--- src/hw/adcpp_pkg.sv ---
// Contract
// RULE1: Primary result held until ready flag clears
// RULE2: Primary result read clears status bits 2..0
// RULE3: Auxiliary result held; read clears bits 2..1
// RULE4: Primary offset preset, overwritten by calibration
// RULE5: Auxiliary offset preset, overwritten by calibration
// RULE6: Gain coefficient per channel, calibration overwrites
// RULE7: Software writes coefficients only after idle 23us
// RULE8: Result count limit, default one, when enabled
// RULE9: Result counter wraps to zero at limit
// RULE10: Control or mode write clears result counter
// RULE11: Compare magnitude against threshold, mode dependent width
// RULE12: Hit counter increments, decrements or clears
// RULE13: Threshold flag set when hits reach limit
// RULE14: Accumulator cleared when disabled or reconfigured
// RULE15: Software polls ready before reading accumulator
// RULE16: Accumulator above threshold sets exceeded flag
// RULE17: Enabled accumulator adds every primary result
// RULE18: Two-bit comparator mode field selects behaviour
// RULE19: Counter disabled means interrupt every conversion
`default_nettype none
package adcpp_pkg;
    localparam logic [31:0] ADDR_PRIMARY_RESULT = 32'hffff051c;
    localparam logic [31:0] ADDR_AUXILIARY_RESULT = 32'hffff0520;
    localparam logic [31:0] ADDR_PRIMARY_OFFSET_COEF = 32'hffff0524;
    localparam logic [31:0] ADDR_AUXILIARY_OFFSET_COEF = 32'hffff0528;
    localparam logic [31:0] ADDR_PRIMARY_GAIN_COEF = 32'hffff052c;
    localparam logic [31:0] ADDR_AUXILIARY_GAIN_COEF = 32'hffff0530;
    localparam logic [31:0] ADDR_RESULT_COUNT_LIMIT = 32'hffff0534;
    localparam logic [31:0] ADDR_RESULT_COUNT_VALUE = 32'hffff0538;
    localparam logic [31:0] ADDR_MAGNITUDE_THRESHOLD = 32'hffff053c;
    localparam logic [31:0] ADDR_THRESHOLD_HIT_LIMIT = 32'hffff0540;
    localparam logic [31:0] ADDR_THRESHOLD_HIT_COUNT = 32'hffff0544;
    localparam logic [31:0] ADDR_RESULT_ACCUMULATOR = 32'hffff0548;
    localparam logic [31:0] ADDR_ACCUMULATOR_THRESHOLD = 32'hffff054c;
    localparam logic [15:0] RST_RESULT_COUNT_LIMIT = 16'h0001;
    localparam logic [7:0] RST_THRESHOLD_HIT_LIMIT = 8'h01;
    // Status bit positions
    localparam int STA_PRIMARY_READY = 0;
    localparam int STA_AUX_READY = 1;
    localparam int STA_THRESHOLD = 2;
    localparam int STA_ACC_EXCEEDED = 3;
    localparam int STA_W = 4;
    // Comparator mode field codes
    localparam logic [1:0] CMP_OFF = 2'h0;
    localparam logic [1:0] CMP_ANY = 2'h1;
    localparam logic [1:0] CMP_CLEAR = 2'h2;
    localparam logic [1:0] CMP_DECR = 2'h3;
    localparam int COEF_COUNT = 4;
    localparam int COEF_PRI_OFS = 0;
    localparam int COEF_AUX_OFS = 1;
    localparam int COEF_PRI_GAIN = 2;
    localparam int COEF_AUX_GAIN = 3;
endpackage : adcpp_pkg
`default_nettype wire

--- src/hw/adcpp_coef_mem.sv ---
`default_nettype none
// Four calibration coefficients; calibration load wins over software write
module adcpp_coef_mem #(
    parameter int WIDTH = 16,
    parameter int DEPTH = 4,
    parameter logic [WIDTH-1:0] PRESET = 16'h0000
) (
    // Clock and reset
    input wire logic clk,
    input wire logic rst,
    // Software write
    input wire logic wr_en,
    input wire logic [1:0] wr_idx,
    input wire logic [WIDTH-1:0] wr_data,
    // Calibration load, one bit per entry
    input wire logic [DEPTH-1:0] cal_load,
    input wire logic [WIDTH-1:0] cal_data,
    // Read port
    input wire logic [1:0] rd_idx,
    output logic [WIDTH-1:0] rd_data
);
    logic [WIDTH-1:0] mem [DEPTH];
    genvar g;
    generate
        for (g = 0; g < DEPTH; g++) begin : g_entry
            always_ff @(posedge clk) begin
                if (rst) begin
                    mem[g] <= PRESET;
                end else if (cal_load[g]) begin
                    mem[g] <= cal_data;
                end else if (wr_en && wr_idx == 2'(g)) begin
                    mem[g] <= wr_data;
                end
            end
        end
    endgenerate
    always_ff @(posedge clk) begin
        if (rst) begin
            rd_data <= '0;
        end else begin
            rd_data <= mem[rd_idx];
        end
    end
endmodule : adcpp_coef_mem
`default_nettype wire

--- src/hw/adcpp_top.sv ---
`default_nettype none
module adcpp_top #(
    parameter logic [15:0] FACTORY_COEF = 16'h8000
) (
    // Clock and reset
    input wire logic clk,
    input wire logic rst,
    // Processor register port
    input wire logic bus_rd,
    input wire logic bus_wr,
    input wire logic [31:0] bus_addr,
    input wire logic [31:0] bus_wdata,
    output logic [31:0] bus_rdata,
    output logic bus_rvalid,
    // Converter side
    input wire logic pri_valid,
    input wire logic [23:0] pri_data,
    input wire logic aux_valid,
    input wire logic [23:0] aux_data,
    input wire logic [3:0] cal_load,
    input wire logic [15:0] cal_data,
    // Configuration from neighbouring registers
    input wire logic result_counter_enable,
    input wire logic [1:0] comparator_mode_field,
    input wire logic accumulator_enable,
    input wire logic twos_complement,
    input wire logic primary_control_write,
    input wire logic converter_mode_write,
    // Status
    output logic [3:0] converter_status,
    output logic conversion_irq
);
    import adcpp_pkg::*;

    logic [23:0] primary_result;
    logic [23:0] auxiliary_result;
    logic [15:0] result_count_limit;
    logic [15:0] result_count_value;
    logic [15:0] magnitude_threshold;
    logic [7:0] threshold_hit_limit;
    logic [7:0] threshold_hit_count;
    logic [31:0] result_accumulator;
    logic [31:0] accumulator_threshold;
    logic [15:0] coef_rdata;
    logic [31:0] rd_addr_q;

    // Address decode
    wire sel_pri = bus_addr == ADDR_PRIMARY_RESULT;
    wire sel_aux = bus_addr == ADDR_AUXILIARY_RESULT;
    wire sel_rcl = bus_addr == ADDR_RESULT_COUNT_LIMIT;
    wire sel_th = bus_addr == ADDR_MAGNITUDE_THRESHOLD;
    wire sel_thl = bus_addr == ADDR_THRESHOLD_HIT_LIMIT;
    wire sel_ath = bus_addr == ADDR_ACCUMULATOR_THRESHOLD;
    wire sel_pof = bus_addr == ADDR_PRIMARY_OFFSET_COEF;
    wire sel_aof = bus_addr == ADDR_AUXILIARY_OFFSET_COEF;
    wire sel_pgn = bus_addr == ADDR_PRIMARY_GAIN_COEF;
    wire sel_agn = bus_addr == ADDR_AUXILIARY_GAIN_COEF;
    wire sel_coef = sel_pof | sel_aof | sel_pgn | sel_agn;
    wire [1:0] coef_idx = sel_aof ? 2'(COEF_AUX_OFS) :
                          sel_pgn ? 2'(COEF_PRI_GAIN) :
                          sel_agn ? 2'(COEF_AUX_GAIN) : 2'(COEF_PRI_OFS);
    wire rd_pri = bus_rd && sel_pri;
    wire rd_aux = bus_rd && sel_aux;

    // Calibration coefficients; software must respect the idle wait
    adcpp_coef_mem #(
        .WIDTH(16),
        .DEPTH(COEF_COUNT),
        .PRESET(FACTORY_COEF)
    ) u_coef (
        .clk(clk),
        .rst(rst),
        .wr_en(bus_wr && sel_coef), // RULE7
        .wr_idx(coef_idx),
        .wr_data(bus_wdata[15:0]),
        .cal_load(cal_load), // RULE4 RULE5 RULE6
        .cal_data(cal_data),
        .rd_idx(coef_idx),
        .rd_data(coef_rdata)
    );

    // Result capture: a full holding register is never overwritten
    wire pri_take = pri_valid && !converter_status[STA_PRIMARY_READY]; // RULE1
    wire aux_take = aux_valid && !converter_status[STA_AUX_READY]; // RULE3
    wire reconfig = primary_control_write || converter_mode_write;

    // Magnitude of the incoming primary result
    wire pri_neg = twos_complement && pri_data[23];
    wire [23:0] pri_mag = pri_neg ? 24'(-pri_data) : pri_data;
    wire [15:0] th_used = twos_complement ?
                          {1'b0, magnitude_threshold[14:0]} :
                          magnitude_threshold; // RULE11
    wire mag_hit = pri_mag >= {8'h00, th_used}; // RULE11
    wire [31:0] pri_ext = twos_complement ?
                          {{8{pri_data[23]}}, pri_data} :
                          {8'h00, pri_data};

    // Next values of the counters
    wire count_wrap = result_count_value + 16'h0001 >= result_count_limit;
    wire [15:0] next_count = count_wrap ? 16'h0000 :
                             result_count_value + 16'h0001; // RULE9
    logic [7:0] next_hits;
    always_comb begin
        next_hits = threshold_hit_count;
        case (comparator_mode_field) // RULE18
            CMP_OFF: next_hits = threshold_hit_count;
            CMP_ANY: next_hits = mag_hit ? 8'h01 : 8'h00;
            CMP_CLEAR: next_hits = mag_hit ?
                (threshold_hit_count == 8'hff ? 8'hff :
                 threshold_hit_count + 8'h01) : 8'h00; // RULE12
            CMP_DECR: next_hits = mag_hit ?
                (threshold_hit_count == 8'hff ? 8'hff :
                 threshold_hit_count + 8'h01) :
                (threshold_hit_count == 8'h00 ? 8'h00 :
                 threshold_hit_count - 8'h01); // RULE12
            default: next_hits = threshold_hit_count;
        endcase
    end
    wire cmp_active = comparator_mode_field != CMP_OFF;
    wire th_event = cmp_active && (comparator_mode_field == CMP_ANY ?
                    mag_hit : next_hits >= threshold_hit_limit); // RULE13
    wire [31:0] next_acc = result_accumulator + pri_ext; // RULE17
    wire irq_event = result_counter_enable ? count_wrap : 1'b1; // RULE8 RULE19

    // Holding registers
    always_ff @(posedge clk) begin
        if (rst) begin
            primary_result <= 24'h000000;
            auxiliary_result <= 24'h000000;
        end else begin
            if (pri_take) primary_result <= pri_data; // RULE1
            if (aux_take) auxiliary_result <= aux_data; // RULE3
        end
    end

    // Software writable limits and thresholds
    always_ff @(posedge clk) begin
        if (rst) begin
            result_count_limit <= RST_RESULT_COUNT_LIMIT; // RULE8
            magnitude_threshold <= 16'h0000;
            threshold_hit_limit <= RST_THRESHOLD_HIT_LIMIT; // RULE13
            accumulator_threshold <= 32'h00000000;
        end else if (bus_wr) begin
            if (sel_rcl) result_count_limit <= bus_wdata[15:0];
            if (sel_th) magnitude_threshold <= bus_wdata[15:0];
            if (sel_thl) threshold_hit_limit <= bus_wdata[7:0];
            if (sel_ath) accumulator_threshold <= bus_wdata;
        end
    end

    // Result counter, hit counter and accumulator
    always_ff @(posedge clk) begin
        if (rst || reconfig) begin
            result_count_value <= 16'h0000; // RULE10
            threshold_hit_count <= 8'h00;
        end else if (pri_take) begin
            if (result_counter_enable) result_count_value <= next_count; // RULE9
            threshold_hit_count <= next_hits; // RULE12
        end
    end

    always_ff @(posedge clk) begin
        if (rst || reconfig || !accumulator_enable) begin
            result_accumulator <= 32'h00000000; // RULE14
        end else if (pri_take) begin
            result_accumulator <= next_acc; // RULE17
        end
    end

    // Status flags: a threshold event in the same cycle as a read clear wins; a result is not taken while its ready flag is set
    wire clr_pri = rd_pri;
    wire clr_aux = rd_pri || rd_aux;
    always_ff @(posedge clk) begin
        if (rst) begin
            converter_status <= '0;
        end else begin
            converter_status[STA_PRIMARY_READY] <= pri_take ||
                (converter_status[STA_PRIMARY_READY] && !clr_pri); // RULE2
            converter_status[STA_AUX_READY] <= aux_take ||
                (converter_status[STA_AUX_READY] && !clr_aux); // RULE3
            converter_status[STA_THRESHOLD] <= (pri_take && th_event) ||
                (converter_status[STA_THRESHOLD] && !clr_aux); // RULE2 RULE13
            converter_status[STA_ACC_EXCEEDED] <= accumulator_enable &&
                result_accumulator > accumulator_threshold; // RULE16
        end
    end

    // Thinned conversion pulse; masking lives in the interrupt controller
    always_ff @(posedge clk) begin
        if (rst) begin
            conversion_irq <= 1'b0;
        end else begin
            conversion_irq <= pri_take && irq_event; // RULE8 RULE19
        end
    end

    // Read path: valid after one cycle, data after two; coefficient memory registers itself
    always_ff @(posedge clk) begin
        if (rst) begin
            rd_addr_q <= 32'h00000000;
            bus_rvalid <= 1'b0;
        end else begin
            rd_addr_q <= bus_addr;
            bus_rvalid <= bus_rd;
        end
    end

    logic [31:0] next_rdata;
    always_comb begin
        case (rd_addr_q)
            ADDR_PRIMARY_RESULT: next_rdata = {8'h00, primary_result};
            ADDR_AUXILIARY_RESULT: next_rdata = {8'h00, auxiliary_result};
            ADDR_PRIMARY_OFFSET_COEF,
            ADDR_AUXILIARY_OFFSET_COEF,
            ADDR_PRIMARY_GAIN_COEF,
            ADDR_AUXILIARY_GAIN_COEF: next_rdata = {16'h0000, coef_rdata};
            ADDR_RESULT_COUNT_LIMIT:
                next_rdata = {16'h0000, result_count_limit};
            ADDR_RESULT_COUNT_VALUE:
                next_rdata = {16'h0000, result_count_value};
            ADDR_MAGNITUDE_THRESHOLD:
                next_rdata = {16'h0000, magnitude_threshold};
            ADDR_THRESHOLD_HIT_LIMIT:
                next_rdata = {24'h000000, threshold_hit_limit};
            ADDR_THRESHOLD_HIT_COUNT:
                next_rdata = {24'h000000, threshold_hit_count};
            ADDR_RESULT_ACCUMULATOR: next_rdata = result_accumulator;
            ADDR_ACCUMULATOR_THRESHOLD: next_rdata = accumulator_threshold;
            default: next_rdata = 32'h00000000;
        endcase
    end
    // Snapshot registers sampled on the same edge that the read data leaves
    logic [31:0] snap;
    always_ff @(posedge clk) begin
        if (rst) begin
            snap <= 32'h00000000;
        end else begin
            snap <= next_rdata;
        end
    end
    assign bus_rdata = snap;
endmodule : adcpp_top
`default_nettype wire

--- config.mk ---
export PLATFORM = sky130hd
export DESIGN_NAME = adcpp_top
export DESIGN_NICKNAME = d
export VERILOG_FILES = /design/src/hw/adcpp_pkg.sv /design/src/hw/adcpp_coef_mem.sv /design/src/hw/adcpp_top.sv
export SDC_FILE = /design/constraint.sdc
export NUM_CORES = 1
export LEC_CHECK = 0
export BUFFER_PORTS_ARGS = -buffer_cell sky130_fd_sc_hd__buf_4
export CELL_PAD_IN_SITES_DETAIL_PLACEMENT = 0
export CELL_PAD_IN_SITES_GLOBAL_PLACEMENT = 1
export CORE_MARGIN = 3
export CORE_UTILIZATION = 45
export CTS_CLUSTER_SIZE = 30
export DETAILED_ROUTE_END_ITERATION = 10
export HOLD_SLACK_MARGIN = 0.1
export PLACE_DENSITY_LB_ADDON = 0.08
export SLEW_MARGIN = 40
export SYNTH_ARGS = -nofsm -noshare
export SYNTH_HDL_FRONTEND = slang
export SYNTH_SLANG_ARGS = --single-unit
--- constraint.sdc ---
create_clock -name clk -period 7.1 [get_ports clk]
set_input_delay 0.71 -clock clk [delete_from_list [all_inputs] [get_ports clk]]
set_output_delay 0.71 -clock clk [all_outputs]
set_load 0.005 [all_outputs]
Yosys cells after proc, flatten, opt, wreduce, memory -nomap -nowiden. Memory sizes are Yosys's and may differ from the RTL's. A register that Yosys moved wholly into a read port is not among the register bits. Cells that the tools add are included.

Memories kept: 1. Flip-flop bits (word level): 246. RAM bits: 64. Input bits: 145. Logic and storage cells: 158. Output and inout bits: 38.

Memories: u_coef.mem (words 4, width 16, rd ports 1, clocked after memory_dff 1, wr ports 4, RTL line adcpp_coef_mem.sv:22) `logic [WIDTH-1:0] mem [DEPTH];`.

Add/sub/neg operators: 5. Multiplexer cells: 54. Reduce and logical (&&, ||, !) cells: 39. Bitwise logic cells: 11. Magnitude comparators: 4. Equality and inequality tests: 30.

Operator list (number): 32-bit == test (second input constant) (23); 32-bit case mux with 10 select lines (1); 16-bit 2-to-1 mux (10); 1-bit 2-to-1 mux (33); 32-bit adder (1); 32-bit greater-than comparator (1); 32-bit 2-to-1 mux (1); 8-bit 2-to-1 mux (4); 8-bit case mux with 4 select lines (1); 24-bit by 16-bit >= comparator with 1-bit output (1); 24-bit 2-to-1 mux (1); 24-bit negation (1); 1-bit logical AND (17); 16-bit by 1-bit adder with 16-bit output (second input constant) (1); 16-bit >= comparator (1); 1-bit OR (11); 2-bit AND reduction (5); 8-bit by 1-bit adder with 8-bit output (second input constant) (1); 2-bit == test (second input constant) (4); 8-bit == test (second input constant) (1); 8-bit >= comparator (1); 8-bit zero test (1); 8-bit by 1-bit subtractor with 8-bit output (second input constant) (1); 1-bit logical OR (7); 6 further kinds (14).

Logic depth before layout (Yosys ltp).
Depth after elaboration: 11. Gate-level depth with buffers: 28. Gate-level depth less buffers: 27.

Modules after synthesis. From an unflattened synthesis, not the netlist that was laid out.

Cell total of the unflattened synthesis: 2037. Area, all modules: 17725.8 sq um.

By module, submodules not included: adcpp_top (instances 1, sequential area each 4924.7 sq um, cells each 1775, area an instance 13955.9 sq um); adcpp_coef_mem (instances 1, sequential area each 2242.2 sq um, cells each 262, area an instance 3769.9 sq um).

Least setup slack after synthesis. OpenSTA, ideal clock, no wires.

Kind: input to register. Start: input port pri_data[2]. End: register converter_status[2]. Path buffers: 1. Required time: 6.974 ns. Arrival time: 5.554 ns. Stages: 27. Library setup time: 0.126 ns. Slack: 1.420 ns. Cells stage by stage: nor4_2 nand3_1 o31ai_1 xnor2_1 ha_1 a21o_1 a21o_1 a2111oi_0 o211ai_1 a2111oi_0 o221a_2 nand2_4 buf_6 nand2_1 a32oi_1 a21oi_1 ha_1 nand2b_1 a21o_1 a21o_1 a21o_1 a21o_1 a21oi_1 nor2b_1 o21ai_0 a311o_1 o21ai_0.

Word-level cells in the longest chain between the ends: 10. Elaborated cells on any way between the ends: 12. Those cells by class: 1 x add/sub; 2 x order compare; 6 x mux; 3 x reduce/logical.

RTL lines: start: declaration (RTL line adcpp_top.sv:17) `input wire logic [23:0] pri_data,`; 24-bit negation (RTL line adcpp_top.sv:89) `wire [23:0] pri_mag = pri_neg ? 24'(-pri_data) : pri_data;`; 24-bit 2-to-1 mux (*) (RTL line adcpp_top.sv:89); 24-bit by 16-bit >= comparator with 1-bit output (*) (RTL line adcpp_top.sv:93) `wire mag_hit = pri_mag >= {8'h00, th_used};`; 8-bit 2-to-1 mux, or another cell as far along (RTL line adcpp_top.sv:111) `CMP_DECR: next_hits = mag_hit ?`; 8-bit case mux with 4 select lines (RTL line adcpp_top.sv:105) `case (comparator_mode_field)`; 8-bit >= comparator (RTL line adcpp_top.sv:121) `mag_hit : next_hits >= threshold_hit_limit);`; 1-bit 2-to-1 mux (*) (RTL line adcpp_top.sv:120) `wire th_event = cmp_active && (comparator_mode_field == CMP_ANY ?`; 1-bit logical AND (*) (RTL line adcpp_top.sv:120); 1-bit logical AND (*) (RTL line adcpp_top.sv:181) `converter_status[STA_THRESHOLD] <= (pri_take && th_event) ||`; 1-bit logical OR (*) (RTL line adcpp_top.sv:181); end signal: indexed assignment (RTL line adcpp_top.sv:179) `converter_status[STA_AUX_READY] <= aux_take ||`; end signal: indexed assignment (RTL line adcpp_top.sv:181); end signal: indexed assignment (RTL line adcpp_top.sv:183) `converter_status[STA_ACC_EXCEEDED] <= accumulator_enable &&`; end: declaration (RTL line adcpp_top.sv:30) `output logic [3:0] converter_status,`.

Mark *: on every way between the ends. The rest lies on a longest branch, timed or not. A chain may end at the register's enable or synchronous reset.

Final worst setup path. Ends and elaborated chain as after synthesis.

==> results.sh <==
export IMPL_p_comb_share_pct=9.1
export IMPL_start_kind="primary input"
export IMPL_reg2reg_slack_ns=2.01
export IMPL_relSlewSlack_pct=43.31
export IMPL_endpoint="converter_status[2]$_SDFF_PP0_"
export IMPL_final_area_um2=20340
export IMPL_dieWidth_um=201.6
export IMPL_antenna_found_initial=0
export IMPL_power_leakage_nw=7.962
export IMPL_place_gp_congestion=0.9106
export IMPL_fmax_ghz=0.1606
export IMPL_synth_fp_nets=2235
export IMPL_pwr_density_cell_nw_per_um2=212.1
export IMPL_cp_max_fo=15
export IMPL_grt_max_degree=101
export IMPL_seq_area_um2=7168
export IMPL_die_area_um2=40620
export IMPL_cts_max_path_buffers=3
export IMPL_ctsHoldBuffers=0
export IMPL_endpoint_kind="register"
export IMPL_run_status="complete, no violations"
export IMPL_vias=15650
export IMPL_portBuffers=182
export IMPL_synth_seq_cells=326
export IMPL_rsz0062_at_grt="no"
export IMPL_synth_cells=1982
export IMPL_setup_viol=0
export IMPL_drive_gt1_share_pct=14.87
export IMPL_routed_wl_um=60190
export IMPL_grt_overflow_total=0
export IMPL_cts_root_buf="clkbuf_16"
export IMPL_track_usage_pct=28.92
export IMPL_cts_resized=0
export IMPL_async_flop_share_pct=0
export IMPL_clkLatencyLatePin_ns=0.56
export IMPL_wire_per_inst_um=22.72
export IMPL_dpl_cell_area_um2=19080
export IMPL_drcViolationCount=0
export IMPL_grt_pass1_vias=15070
export IMPL_seqPwrFrac_pct=46.4
export IMPL_fin_skew_ns=0.03077
export IMPL_clock_power_share_pct=44.5
export IMPL_reg2reg_from="magnitude_threshold[13]$_SDFFE_PP0P_"
export IMPL_multiInputGateArea_um2=9321
export IMPL_clkSinkCount=326
export IMPL_rows=70
export IMPL_start_util_pct=46.34
export IMPL_drv_slew=0
export IMPL_tightest_slew_ns=0.8484
export IMPL_h_tree_depth=2
export IMPL_vdd_ir_drop_max_v=0.0001683
export IMPL_core_um2=37140
export IMPL_reg2reg_depth=23
export IMPL_synth_edff_count=64
export IMPL_switching_power_mw=1.076
export IMPL_ys_seq_area_share_pct=41.65
export IMPL_nFillCells=3522
export IMPL_dpl_hpwl_um=44520
export IMPL_numCtsBuffers=38
export IMPL_top_level_ports=183
export IMPL_final_common_cell="nand2_1"
export IMPL_maxCapViolations=0
export IMPL_syn_area_um2=17210
export IMPL_period_share_pct=87.71
export IMPL_synth_area_per_cell_um2=8.683
export IMPL_cp_required_ns=7.53
export IMPL_dr_pass1_iters=6
export IMPL_drtIter0Drc=1359
export IMPL_r2r_end="converter_status[2]$_SDFF_PP0_"
export IMPL_cts_tree="done"
export IMPL_die_h_um=201.6
export IMPL_critical_path_arrival_ns=6.66
export IMPL_hold_start="result_counter_enable"
export IMPL_p_int_mw=3.239
export IMPL_finalSetupTns_ns=0
export IMPL_synth_warnings=0
export IMPL_routed_via_density=5.907
export IMPL_worstSetupPathType="primary input to register"
export IMPL_layout_common_cells="331 x nand2_1, 261 x dfxtp_1, 213 x a21oi_1"
export IMPL_synthFlopType="dfxtp_1"
export IMPL_ant_nets=0
export IMPL_clk_pin_slew_ns=0.06
export IMPL_ys_types=75
export IMPL_layout_min_cycle_time_ns=6.227
export IMPL_grt_first_pass_wirelength_um=91420
export IMPL_post_cts_repair_setup_buffers=0
export IMPL_antenna_cells=0
export IMPL_hold_path_class="primary input to register"
export IMPL_hold_viol=0
export IMPL_crit_start="pri_data[2]"
export IMPL_swShare_pct=24.93
export IMPL_area_growth_pct=18.20
export IMPL_nets=2369
cell families after synthesis:
group	Yosys count	share of synthesized area, %
AND/OR/NAND/NOR	647	17.59
AO/OA/AOI/OAI	599	23.39
flip-flops	326	41.65
buffers and inverters	215	4.791
adder cells (fa/ha/maj)	108	7.896
XOR/XNOR	63	3.206
multiplexers	24	1.483
cell usage after synthesis (7+ instances only):
master	n	area, µm²
nand2_1	333	1250
and2_1	9	56.30
nand2b_1	15	93.84
xnor2_1	27	236.5
buf_2	8	40.04
a22o_1	61	534.3
a21oi_1	213	1066
a32o_1	7	70.07
nor4_1	9	56.30
or3_1	8	50.05
a221oi_1	9	78.83
a21o_1	45	337.8
xor2_1	36	315.3
a31oi_1	22	137.6
edfxtp_1	64	1922
a211oi_1	10	75.07
inv_1	96	360.4
ha_1	107	1339
mux2_2	10	112.6
and3_1	13	81.33
o21ai_0	50	250.2
buf_1	10	37.54
a22oi_1	89	668.1
nor2_1	90	337.8
nand4_1	20	125.1
mux2i_1	12	120.1
o21bai_1	11	82.58
nand3_1	33	165.2
clkbuf_1	100	375.4
a222oi_1	16	160.2
dfxtp_1	262	5245
nor3b_1	8	60.06
nor2b_1	54	337.8
o31ai_1	9	67.56
nor3_1	24	120.1
o21a_1	10	75.07
registers in the layout (all words and copies together) (netlist names), 4 cells and up:
register,flops
accumulator_threshold,32
auxiliary_result,24
bus_rdata,32
converter_status,4
magnitude_threshold,16
primary_result,24
rd_addr_q,32
result_accumulator,32
result_count_limit,16
result_count_value,16
threshold_hit_count,8
threshold_hit_limit,8
u_coef.mem,64
u_coef.rd_data,16
worst max-delay path: stages:
cell and delay [ns]:
buf_4 0.14, nor4_2 0.49, nand3_1 0.33, o31ai_1 0.34, xnor2_1 0.16, ha_1 0.26, a21o_1 0.18, a21o_1 0.18
a2111oi_0 0.40, o211ai_1 0.15, a2111oi_0 0.44, o221a_2 0.46, nand2_4 0.20, a21oi_1 0.30, nor3_1 0.08, a21oi_1 0.15
ha_1 0.24, nand2b_1 0.14, a21o_1 0.18, a21o_1 0.17, a21o_1 0.17, a21o_1 0.17, a21oi_1 0.13, nor2b_1 0.06
o21ai_0 0.16, a311o_1 0.18, o21ai_0 0.07
through the flow:
stage          total power, mW  hold slack [ns]  setup WS, ns  instances  utilization, %
2_1_floorplan            2.233           0.4319         1.420       1982               -
3_3_place_gp             2.420           0.4410        0.4709       2576           51.16
3_5_place_dp             2.427           0.4456        0.4741       2579           51.37
4_1_cts                  4.341           0.3357        0.9881       2648           54.67
5_1_grt                  4.460           0.3548        0.2050       2649           54.77
6_report                 4.315           0.3615        0.8726       2649           54.77
power groups by stage:
stage	Sequential [mW]	Combinational (mW)	Clock (mW)
finish	2.00	0.393	1.92
global route	2.01	0.432	2.02
CTS	2.00	0.390	1.95
detailed placement	2.04	0.388	0
global placement	2.04	0.382	0
floorplan	2.02	0.217	0
metal layers:
metal	vias to the layer above	track usage [%]	wire (µm)
li1	7438	-	-
met1	7540	42.19	27840
met4	0	8.672	1773
met5	-	0	0
met3	85	5.323	4685
met2	585	43.63	25880
area by class of cell:
class / count / area share (%)
clock buffers: 55 / 5.431
clock inverters: 14 / 0.5782
inverters: 96 / 1.772
multi-input cells: 1441 / 45.83
flip-flops and latches: 326 / 35.24
well taps: 504 / 3.100
repair buffers: 213 / 8.052
worst min path at each step:
stage                                              end  slack, ns  depth (start not counted)
floorplan           result_count_limit[1]$_SDFFE_PP0P_       0.43                          2
global placement    result_count_limit[7]$_SDFFE_PP0P_       0.44                          2
detailed placement  result_count_limit[7]$_SDFFE_PP0P_       0.45                          2
CTS                          conversion_irq$_SDFF_PP0_       0.34                          2
global route                 conversion_irq$_SDFF_PP0_       0.35                          2
finish                       conversion_irq$_SDFF_PP0_       0.36                          2
(Power assumes the default switching activity.)
